## src/shared/secp_pkg.sv

```systemverilog
// Package: constants for the serial calibration port block
// Summary of operation
// - Sixteen reads return word bits 15 down to 0 on data bit 7.
// - Four potentiometers addressed 00 offset, 01 gain, 10 out0, 11 out1.
// - Each potentiometer holds an eight-bit wiper setting 0 to 255.
// - Settings shift serially: register bit 7 is data, bit 0 is clock.
// - EEPROM port takes data bit 7, clock bit 0; read returns data on 7.
package secp_pkg;
  // ****************************************
  // Register map
  // ****************************************
  localparam logic [4:0] SECP_EEPROM_PORT_OFS = 5'h18;
  localparam logic [4:0] SECP_CAL_PORT_OFS    = 5'h19;
  localparam int         SECP_DATA_BIT        = 7;
  localparam int         SECP_CLK_BIT         = 0;
  localparam logic [7:0] SECP_READ_RESET      = 8'h00;
  // ****************************************
  // Potentiometer shape
  // ****************************************
  localparam int         SECP_POT_COUNT       = 4;
  localparam int         SECP_POT_ADDR_BITS   = 2;
  localparam int         SECP_POT_DATA_BITS   = 8;
  localparam int         SECP_POT_FRAME_BITS  = 10;
  localparam logic [7:0] SECP_POT_RESET       = 8'h80;
  typedef enum logic [1:0] {
    SECP_POT_IDLE  = 2'b00,
    SECP_POT_SHIFT = 2'b01,
    SECP_POT_DONE  = 2'b10
  } secp_pot_state_t;
endpackage

```

## src/hw/secp_pot.sv

```systemverilog
// One calibration potentiometer wiper register
module secp_pot
  import secp_pkg::*;
(
  input  wire logic                        ref_clk_i,
  input  wire logic                        nrst_i,
  input  wire logic                        load_i,
  input  wire logic [SECP_POT_DATA_BITS-1:0] value_i,
  output logic      [SECP_POT_DATA_BITS-1:0] wiper_o
);
  always_ff @(posedge ref_clk_i) begin
    if (!nrst_i) begin
      wiper_o <= SECP_POT_RESET;
    end else if (load_i) begin
      wiper_o <= value_i;
    end
  end
endmodule

```

## src/hw/secp_port.sv

```systemverilog
// Serial EEPROM and calibration potentiometer port
module secp_port
  import secp_pkg::*;
(
  input  wire logic       ref_clk_i,
  input  wire logic       nrst_i,
  input  wire logic [4:0] addr_i,
  input  wire logic [7:0] wdata_i,
  input  wire logic       wr_i,
  input  wire logic       rd_i,
  output logic      [7:0] rdata_o,
  output logic            ee_cs_o,
  output logic            ee_sclk_o,
  output logic            ee_sdi_o,
  input  wire logic       ee_sdo_i,
  output logic            pot_sclk_o,
  output logic            pot_sdi_o,
  output logic            pot_cs_n_o,
  output logic [7:0]      pot_offset_o,
  output logic [7:0]      pot_gain_o,
  output logic [7:0]      pot_out0_o,
  output logic [7:0]      pot_out1_o
);
  import secp_pkg::*;

  // ****************************************
  // Register writes drive the serial lines
  // ****************************************
  logic ee_wr;
  logic cal_wr;
  assign ee_wr  = wr_i && (addr_i == SECP_EEPROM_PORT_OFS);
  assign cal_wr = wr_i && (addr_i == SECP_CAL_PORT_OFS);

  always_ff @(posedge ref_clk_i) begin
    if (!nrst_i) begin
      ee_sdi_o  <= 1'b0;
      ee_sclk_o <= 1'b0;
      ee_cs_o   <= 1'b0;
    end else if (ee_wr) begin
      ee_sdi_o  <= wdata_i[SECP_DATA_BIT];
      ee_sclk_o <= wdata_i[SECP_CLK_BIT];
      // Chip select is raised by any nonzero write, whatever its data bit; 00 ends the frame
      ee_cs_o   <= (wdata_i != 8'h00);
    end
  end

  always_ff @(posedge ref_clk_i) begin
    if (!nrst_i) begin
      pot_sdi_o  <= 1'b0;
      pot_sclk_o <= 1'b0;
    end else if (cal_wr) begin
      pot_sdi_o  <= wdata_i[SECP_DATA_BIT];
      pot_sclk_o <= wdata_i[SECP_CLK_BIT];
    end
  end

  // ****************************************
  // EEPROM data return
  // ****************************************
  // Outside pin: two flops before use
  logic sdo_m_q;
  logic sdo_s_q;
  always_ff @(posedge ref_clk_i) begin
    if (!nrst_i) begin
      sdo_m_q <= 1'b0;
      sdo_s_q <= 1'b0;
    end else begin
      sdo_m_q <= ee_sdo_i;
      sdo_s_q <= sdo_m_q;
    end
  end

  always_ff @(posedge ref_clk_i) begin
    if (!nrst_i) begin
      rdata_o <= SECP_READ_RESET;
    end else if (rd_i && addr_i == SECP_EEPROM_PORT_OFS) begin
      rdata_o <= {sdo_s_q, 7'h00};
    end else if (rd_i) begin
      rdata_o <= SECP_READ_RESET;
    end
  end

  // ****************************************
  // Potentiometer frame receiver
  // ****************************************
  // Every calibration write with the clock bit set in the shift state clocks one bit in.
  // An edge detector on the held clock line would miss the plain load,
  // which keeps bit 0 high from the second write to the eleventh.
  secp_pot_state_t                  st_q;
  logic [3:0]                       cnt_q;
  logic [SECP_POT_FRAME_BITS-1:0]   sh_q;
  logic                             shift_en;
  logic                             end_wr;
  logic                             frame_done;
  assign shift_en   = cal_wr && wdata_i[SECP_CLK_BIT];
  assign end_wr     = cal_wr && (wdata_i == 8'h00);
  assign pot_cs_n_o = (st_q == SECP_POT_IDLE);

  always_ff @(posedge ref_clk_i) begin
    if (!nrst_i) begin
      st_q  <= SECP_POT_IDLE;
      cnt_q <= 4'h0;
      sh_q  <= '0;
    end else begin
      case (st_q)
        SECP_POT_IDLE: begin
          // Enable byte: data high, clock low
          if (cal_wr && wdata_i[SECP_DATA_BIT] && !wdata_i[SECP_CLK_BIT]) begin
            st_q  <= SECP_POT_SHIFT;
            cnt_q <= 4'h0;
          end
        end
        SECP_POT_SHIFT: begin
          // An end byte mid-frame abandons it; no wiper is touched
          if (end_wr) begin
            st_q <= SECP_POT_IDLE;
          end else if (shift_en) begin
            sh_q  <= {sh_q[SECP_POT_FRAME_BITS-2:0], wdata_i[SECP_DATA_BIT]};
            cnt_q <= cnt_q + 4'h1;
            if (cnt_q == 4'(SECP_POT_FRAME_BITS - 1)) begin
              st_q <= SECP_POT_DONE;
            end
          end
        end
        SECP_POT_DONE: begin
          // end byte latches
          // Extra clocked writes here are ignored rather than shifted in
          if (end_wr) begin
            st_q <= SECP_POT_IDLE;
          end
        end
        default: st_q <= SECP_POT_IDLE;
      endcase
    end
  end

  assign frame_done = (st_q == SECP_POT_DONE) && end_wr;

  logic [7:0] wiper [SECP_POT_COUNT];
  genvar g;
  generate
    for (g = 0; g < SECP_POT_COUNT; g++) begin : g_pot
      secp_pot u_pot (
        .ref_clk_i (ref_clk_i),
        .nrst_i    (nrst_i),
        .load_i    (frame_done && sh_q[9:8] == 2'(g)),
        .value_i   (sh_q[7:0]),
        .wiper_o   (wiper[g])
      );
    end
  endgenerate
  assign pot_offset_o = wiper[0];
  assign pot_gain_o   = wiper[1];
  assign pot_out0_o   = wiper[2];
  assign pot_out1_o   = wiper[3];

  // ****************************************
  // Checks
  // ****************************************
  // EEPROM side: lines follow the latest write only
  ee_lines_a: assert property (@(posedge ref_clk_i) disable iff (!nrst_i)
    ee_wr |=> (ee_sdi_o == $past(wdata_i[7]) && ee_sclk_o == $past(wdata_i[0])))
    else $error("eeprom lines do not follow write");
  ee_hold_a: assert property (@(posedge ref_clk_i) disable iff (!nrst_i)
    !ee_wr |=> $stable(ee_sdi_o) && $stable(ee_sclk_o) && $stable(ee_cs_o))
    else $error("eeprom lines moved without write");
  ee_open_a: assert property (@(posedge ref_clk_i) disable iff (!nrst_i)
    ee_wr && wdata_i != 8'h00 |=> ee_cs_o)
    else $error("eeprom select not raised");
  ee_close_a: assert property (@(posedge ref_clk_i) disable iff (!nrst_i)
    ee_wr && wdata_i == 8'h00 |=> !ee_cs_o)
    else $error("eeprom select not dropped");
  read_bit_a: assert property (@(posedge ref_clk_i) disable iff (!nrst_i)
    rd_i && addr_i == SECP_EEPROM_PORT_OFS |=> rdata_o == {$past(sdo_s_q), 7'h00})
    else $error("read data bit wrong");
  read_map_a: assert property (@(posedge ref_clk_i) disable iff (!nrst_i)
    rd_i && addr_i != SECP_EEPROM_PORT_OFS |=> rdata_o == SECP_READ_RESET)
    else $error("other offset read not zero");
  // Calibration side
  cal_hold_a: assert property (@(posedge ref_clk_i) disable iff (!nrst_i)
    !cal_wr |=> $stable(pot_sdi_o) && $stable(pot_sclk_o))
    else $error("calibration lines moved without write");
  cal_lines_a: assert property (@(posedge ref_clk_i) disable iff (!nrst_i)
    cal_wr |=> pot_sclk_o == $past(wdata_i[0]))
    else $error("calibration clock not from bit 0");
  cal_data_a: assert property (@(posedge ref_clk_i) disable iff (!nrst_i)
    cal_wr |=> pot_sdi_o == $past(wdata_i[SECP_DATA_BIT]))
    else $error("calibration data not from bit 7");
  // Frame receiver; wipers move only when a full frame meets its end byte
  frame_open_a: assert property (@(posedge ref_clk_i) disable iff (!nrst_i)
    st_q == SECP_POT_IDLE && cal_wr && wdata_i[SECP_DATA_BIT] && !wdata_i[SECP_CLK_BIT]
    |=> !pot_cs_n_o && cnt_q == 4'h0)
    else $error("enable byte did not open frame");
  shift_bit_a: assert property (@(posedge ref_clk_i) disable iff (!nrst_i)
    st_q == SECP_POT_SHIFT && shift_en
    |=> sh_q[0] == $past(wdata_i[SECP_DATA_BIT]) && cnt_q == $past(cnt_q) + 4'h1)
    else $error("clocked write did not shift one bit");
  frame_len_a: assert property (@(posedge ref_clk_i) disable iff (!nrst_i)
    st_q == SECP_POT_SHIFT && shift_en && cnt_q == 4'h9 |=> st_q == SECP_POT_DONE)
    else $error("frame did not complete after ten bits");
  done_hold_a: assert property (@(posedge ref_clk_i) disable iff (!nrst_i)
    st_q == SECP_POT_DONE && !end_wr |=> st_q == SECP_POT_DONE)
    else $error("full frame left without end byte");
  end_byte_a: assert property (@(posedge ref_clk_i) disable iff (!nrst_i)
    frame_done |=> st_q == SECP_POT_IDLE ##1 pot_cs_n_o)
    else $error("end byte did not close frame");
  pot_load_a: assert property (@(posedge ref_clk_i) disable iff (!nrst_i)
    frame_done && sh_q[9:8] == 2'b01 |=> pot_gain_o == $past(sh_q[7:0]))
    else $error("gain pot not loaded");
  out_load_a: assert property (@(posedge ref_clk_i) disable iff (!nrst_i)
    frame_done && sh_q[9:8] == 2'b11 |=> pot_out1_o == $past(sh_q[7:0]))
    else $error("output 1 pot not loaded");
  pot_keep_a: assert property (@(posedge ref_clk_i) disable iff (!nrst_i)
    !frame_done |=> $stable(pot_offset_o))
    else $error("offset pot changed without load");
  out_keep_a: assert property (@(posedge ref_clk_i) disable iff (!nrst_i)
    !frame_done |=> $stable(pot_out0_o))
    else $error("output 0 pot changed without load");
endmodule

```

## config.mk

```make
export PLATFORM = sky130hd
export DESIGN_NAME = secp_port
export DESIGN_NICKNAME = d
export VERILOG_FILES = /design/src/shared/secp_pkg.sv /design/src/hw/secp_pot.sv /design/src/hw/secp_port.sv
export SDC_FILE = /design/constraint.sdc
export NUM_CORES = 1
export LEC_CHECK = 0
export ABC_AREA = 1
export BUFFER_PORTS_ARGS = -buffer_cell sky130_fd_sc_hd__buf_2
export CAP_MARGIN = 10
export CORE_MARGIN = 2
export CORE_UTILIZATION = 35
export DETAILED_ROUTE_END_ITERATION = 6
export HOLD_SLACK_MARGIN = 0.08
export PLACE_DENSITY = 0.66
export SLEW_MARGIN = 5
export SYNTH_ARGS = -nofsm -noshare
export SYNTH_HDL_FRONTEND = slang
export SYNTH_SLANG_ARGS = --single-unit
```

## constraint.sdc

```tcl
create_clock -name ref_clk_i -period 1.67 [get_ports ref_clk_i]
set_input_delay 0.334 -clock ref_clk_i [delete_from_list [all_inputs] [get_ports ref_clk_i]]
set_output_delay 0.334 -clock ref_clk_i [all_outputs]
set_load 0.05 [all_outputs]
```

== Word level (Yosys, flattened, before mapping) ==
Cells that the tools add are included.

* Add/subtract/negate cells: 1
* Equality and inequality tests: 14
* Muxes and demuxes: 12
* Bitwise logic cells: 1
* Reductions and logical operators: 22

{| class="wikitable"
|+ Operators with widths
! cell !! number
|-
| $mux W8 || 2
|-
| $logic_and A1 B1 Y1 || 12
|-
| $mux W4 || 3
|-
| $eq A5 B5 Y1 const B || 2
|-
| $mux W2 || 5
|-
| $logic_not A8 Y1 || 1
|-
| $pmux W4 S2 || 1
|-
| $reduce_and A4 Y1 || 2
|-
| $reduce_bool A8 Y1 || 1
|-
| $eq A2 B2 Y1 const B || 3
|-
| $ne A2 B2 Y1 const B || 3
|-
| $ne A3 B3 Y1 const B || 2
|-
| $pmux W2 S3 || 1
|-
| $add A4 B1 Y4 const B || 1
|-
| $eq A2 B1 Y1 const B || 2
|-
| $eq A4 B4 Y1 const B || 1
|-
| $logic_not A2 Y1 || 2
|-
| $reduce_bool A2 Y1 || 2
|-
| $reduce_and A3 Y1 || 1
|-
| $ne A2 B1 Y1 const B || 1
|-
| $logic_not A1 Y1 || 1
|-
| $not A1 Y1 || 1
|}

* Register bits after elaboration: 56
* Bits of input ports: 18
* Output and inout bits: 46
* Logic and storage cells: 65

== Logic depth before layout (Yosys ltp) ==
* Depth after elaboration: 6
* Gate-level depth with buffers: 11

== Hierarchy ==
A second synthesis with hierarchy kept.

* Cell total of the unflattened synthesis: 362
* Area, all modules: 2558.7 sq um

{| class="wikitable"
|+ By module, submodules not included
! module !! times used !! cells an instance !! area an instance (sq um) !! sequential area each (sq um)
|-
| secp_pot || 4 || 50 || 340.3 || 160.2
|-
| secp_port || 1 || 162 || 1197.4 || 480.5
|}

== Worst setup path after synthesis ==
Ideal clock, no wire load.

* Path type: flip-flop to flip-flop
* From: register st_q[0]
* To: register cnt_q[3]
* Library setup time: 0.110 ns
* Arrival time: 1.550 ns
* Setup slack: 0.011 ns
* Cell stages (with the launch flop): 7
* Buffers on the path: 0
* Period minus slack after synthesis: 1.659 ns
* Cell sequence: dfxtp_1 nor2_1 nand4_1 nand2_1 nand2_1 nand2_1 nor2_1

* Cells in the longest elaborated chain, start to end: 3
* Elaborated cells on any way between the ends: 8
* Those cells by class: 4 x eq/ne; 1 x mux; 3 x reduce/logical

{| class="wikitable"
|+ RTL lines
! item !! line !! text
|-
| start, declared || secp_port.sv:89 || <nowiki>secp_pot_state_t st_q;</nowiki>
|-
| start signal, assigned || secp_port.sv:101 || <nowiki>st_q <= SECP_POT_IDLE;</nowiki>
|-
| start signal, assigned || secp_port.sv:109 || <nowiki>st_q <= SECP_POT_SHIFT;</nowiki>
|-
| start signal, assigned || secp_port.sv:116 || <nowiki>st_q <= SECP_POT_IDLE;</nowiki>
|-
| $logic_not A2 Y1 (*) || - ||
|-
| via pot_cs_n_o || secp_port.sv:18 || <nowiki>output logic pot_cs_n_o,</nowiki>
|-
| $ne A2 B1 Y1 (no line) / $reduce_bool A2 Y1 (equally long branches) || - ||
|-
| $reduce_and A4 Y1 (no line) || - ||
|-
| end signal, assigned || secp_port.sv:119 || <nowiki>cnt_q <= cnt_q + 4'h1;</nowiki>
|-
| end, declared || secp_port.sv:90 || <nowiki>logic [3:0] cnt_q;</nowiki>
|}

The timed path passes the listed nets; every way through them passes the cells marked *.
A chain may end at the register's enable or synchronous reset.

== Worst setup path after layout ==
* From: register st_q[0]
* To: output pot_cs_n_o

* Cells in the longest elaborated chain, start to end: 1

{| class="wikitable"
|+ RTL lines
! item !! line !! text
|-
| $logic_not A2 Y1 || secp_port.sv:97 || <nowiki>assign pot_cs_n_o = (st_q == SECP_POT_IDLE);</nowiki>
|-
| end, declared || secp_port.sv:18 ||
|}

No other way between the ends.

==> flow_summary_export.csv <==
group,metric,value,unit
run_status,status,"finished, final reports clean",
clock_tree,hold_buffers,0,
global_route,grt_pass1_wl,8976,um
worst_hold_path,min_path_cells,3,
sta,maxSlewViolCount,0,
sta,tns,0,ns
yosys,syn_area,0.002380,sq mm
global_route,grt.overflow.total,0,
sta,rsz0062_at_grt,"no",
routing,vias_per_cell,4.538,
clock_tree,cts.htree.levels,2,
sta,max_freq,669.4,MHz
layout,areaGrowthSynthToFinish,18.87,%
critical_path,crit_arrival,1.16,ns
yosys,synth.avg_cell_area,7.414,sq um
routing,drt-initial-drc-count,100,
pwr,powerDensity,759.9,mW/mm^2
clock_tree,path_clk_slew,0.09,ns
critical_path,cp_max_fo,4,
pwr,clockPowerShare,32.2,%
die,die_width,86.46,um
placed_design,place.gp.congestion,0.7785,
die,ioPinCount,64,
layout,drive_above_1_share,21.93,%
critical_path,r2r_cells,7,
sta,hold_viol,0,
clock_tree,cts_tree,"built",
layout,final_nets,403,
sta,setup_viol,0,
routing,wire_per_inst,11.37,um
run,cap_violations,0,
layout,most-common-layout-cells,"81 x nand2_1, 56 x dfxtp_1, 56 x buf_2",
routing,drtPass1Iterations,4,
clock_tree,clock_latency,0.30,ns
routing,vias,2101,
pwr,p_comb_share,5.4,%
clock_tree,cts_buffers,5,
critical_path,worstSetupPathType,"reg2out",
sta,fin_crit_sh,89.45,%
yosys,synthAdderAreaFrac,1.052,%
yosys,synth_compound_area_share,9.569,%
routing,drc_errors,0,
yosys,syn_inst,321,
die,design.die.area,0.007475,sq mm
routing,wirelength,5264,um
yosys,synth-xor-area-share,0.3680,%
clock_tree,cts.path.max_buffers,2,
die,die_h,86.46,um
pwr,internal_power,1.653,mW
yosys,synth_top_family_by_area,"simple AND/OR/NAND/NOR gates",
routing,antenna_left,0,
die,core_area,0.006681,sq mm
yosys,ys_seq_area_share,47.11,%
yosys,yosys.area_share.simple,30.91,%
yosys,synth.distinct_cells,29,
die,row_count,30,
pwr,swShare,23.09,%
yosys,ys_seq_elements,56,
layout,final_common_cell,"nand2_1",
layout,antennaDiodeCount,0,
global_route,antenna_found_initial,0,
clock_tree,cts_resized,0,
placed_design,io_buffers,56,
pwr,irDropWorstVdd,0.4343,mV
global_route,grt_max_degree,31,
sta,layout_min_cycle_time,1.494,ns
sta,fin_skew,0.008193,ns
global_route,grt_pass1_vias,1978,
pwr,pwr-share-seq,62.3,%
clock_tree,post_cts.repair.setup_buffers,0,
critical_path,crit_path_end_kind,"output port",
worst_hold_path,hp-class,"in2reg",
placed_design,place_hpwl,3831,um
pwr,total_power,2.150,mW
critical_path,start_kind,"flip-flop",
yosys,ys_warn_count,0,
critical_path,crit_required,1.34,ns
clock_tree,numClockSinks,56,
clock_tree,cts-root-buf,"clkbuf_8",
die,initial_core_util,35.62,%
yosys,muxShareOfSynthArea,0,%
pwr,netSwitchingPower,0.4964,mW
pwr,p_leak,1.433,nW
global_route,groute.usage.overall,14.84,%
-- layer usage --
metal / routed length (um) / global-route usage (%)
met2: 2378 / 24.20
met4: 59 / 4.830
met1: 2555 / 19.64
met3: 270 / 3.143
met5: 0 / 0
-- kinds of logic after synthesis --
logic type,Yosys count
xor gates and xnor gates,1
and+or+nand+nor,164
other,1
buffers and inverters,53
AOI/OAI and AO/OA,44
DFF,56
adders and majority gates,2
-- stage by stage --
stage / setup slack (ns) / util [%] / instances / cell area, sq um / hold slack (ns)
2_1_floorplan: 0.01050 / - / 327 / 2402 / 0.3905
3_3_place_gp: 0.09918 / 41.18 / 456 / 2751 / 0.3962
3_5_place_dp: 0.08340 / 41.18 / 456 / 2751 / 0.3988
4_1_cts: 0.1587 / 42.34 / 463 / 2829 / 0.2003
5_1_grt: 0.05580 / 42.34 / 463 / 2829 / 0.1996
6_report: 0.1762 / 42.34 / 463 / 2829 / 0.2118
-- area by class of cell --
cell class	count	area [sq um]
fill	727	3852
sequential	56	1121
multi-input combinational	218	1023
timing repair buffer	67	375.4
inverter	35	131.4
tap	80	100.1
clock buffer	6	72.57
clock inverter	1	5.005
-- critical path, cell delays in order (launching register included) --
cell and delay, ns:
dfxtp_1 0.34, nor2_1 0.21, buf_2 0.31
-- power groups by stage --
stage          logic (mW)  clock network [mW]  registers (mW)
2_1_floorplan      0.0872                   0            1.38
3_3_place_gp        0.115                   0            1.37
6_report            0.117               0.693            1.34
3_5_place_dp        0.117                   0            1.37
5_1_grt             0.126               0.774            1.34
4_1_cts             0.117               0.733            1.34
-- cells in the mapped netlist --
cell type,count,share of area [%]
buf_2,2,0.42
nand2_1,81,13
xnor2_1,1,0.37
nand2_2,1,0.26
ha_1,2,1.1
nand2_4,3,1.4
buf_6,4,1.9
o21ai_1,1,0.21
conb_1,1,0.16
or2_0,1,0.26
nand3_2,1,0.42
o21ai_0,6,1.3
a22oi_1,1,0.32
inv_2,1,0.16
nor3b_1,1,0.32
inv_1,33,5.2
nor2_4,3,1.4
dfxtp_1,56,47
nand3_1,26,5.5
nor2_8,1,0.84
clkinv_1,1,0.16
buf_4,7,2.2
nor3_1,1,0.21
o211ai_1,2,0.63
nor2_1,41,6.5
a21oi_1,34,7.2
nor2_2,1,0.26
clkbuf_1,5,0.79
nand4_1,3,0.79
-- flip-flops by register name, indices dropped and copies added, names as in the netlist --
signal               count
rdata_o                  1
ee_sclk_o                1
st_q                     2
sh_q                    10
cnt_q                    4
sdo_m_q                  1
sdo_s_q                  1
g_pot.u_pot.wiper_o     32
pot_sdi_o                1
ee_cs_o                  1
ee_sdi_o                 1
pot_sclk_o               1
-- final timing paths --
path	start	end	slack, ns
setup reg to reg	st_q[1]	g_pot[0].u_pot.wiper_o[1]	0.23
hold / removal	ee_sdo_i	sdo_m_q	0.21
setup / recovery	st_q[0]	pot_cs_n_o	0.18
hold reg to reg	sdo_m_q	sdo_s_q	0.42
Power figures use the tool's default switching activity.
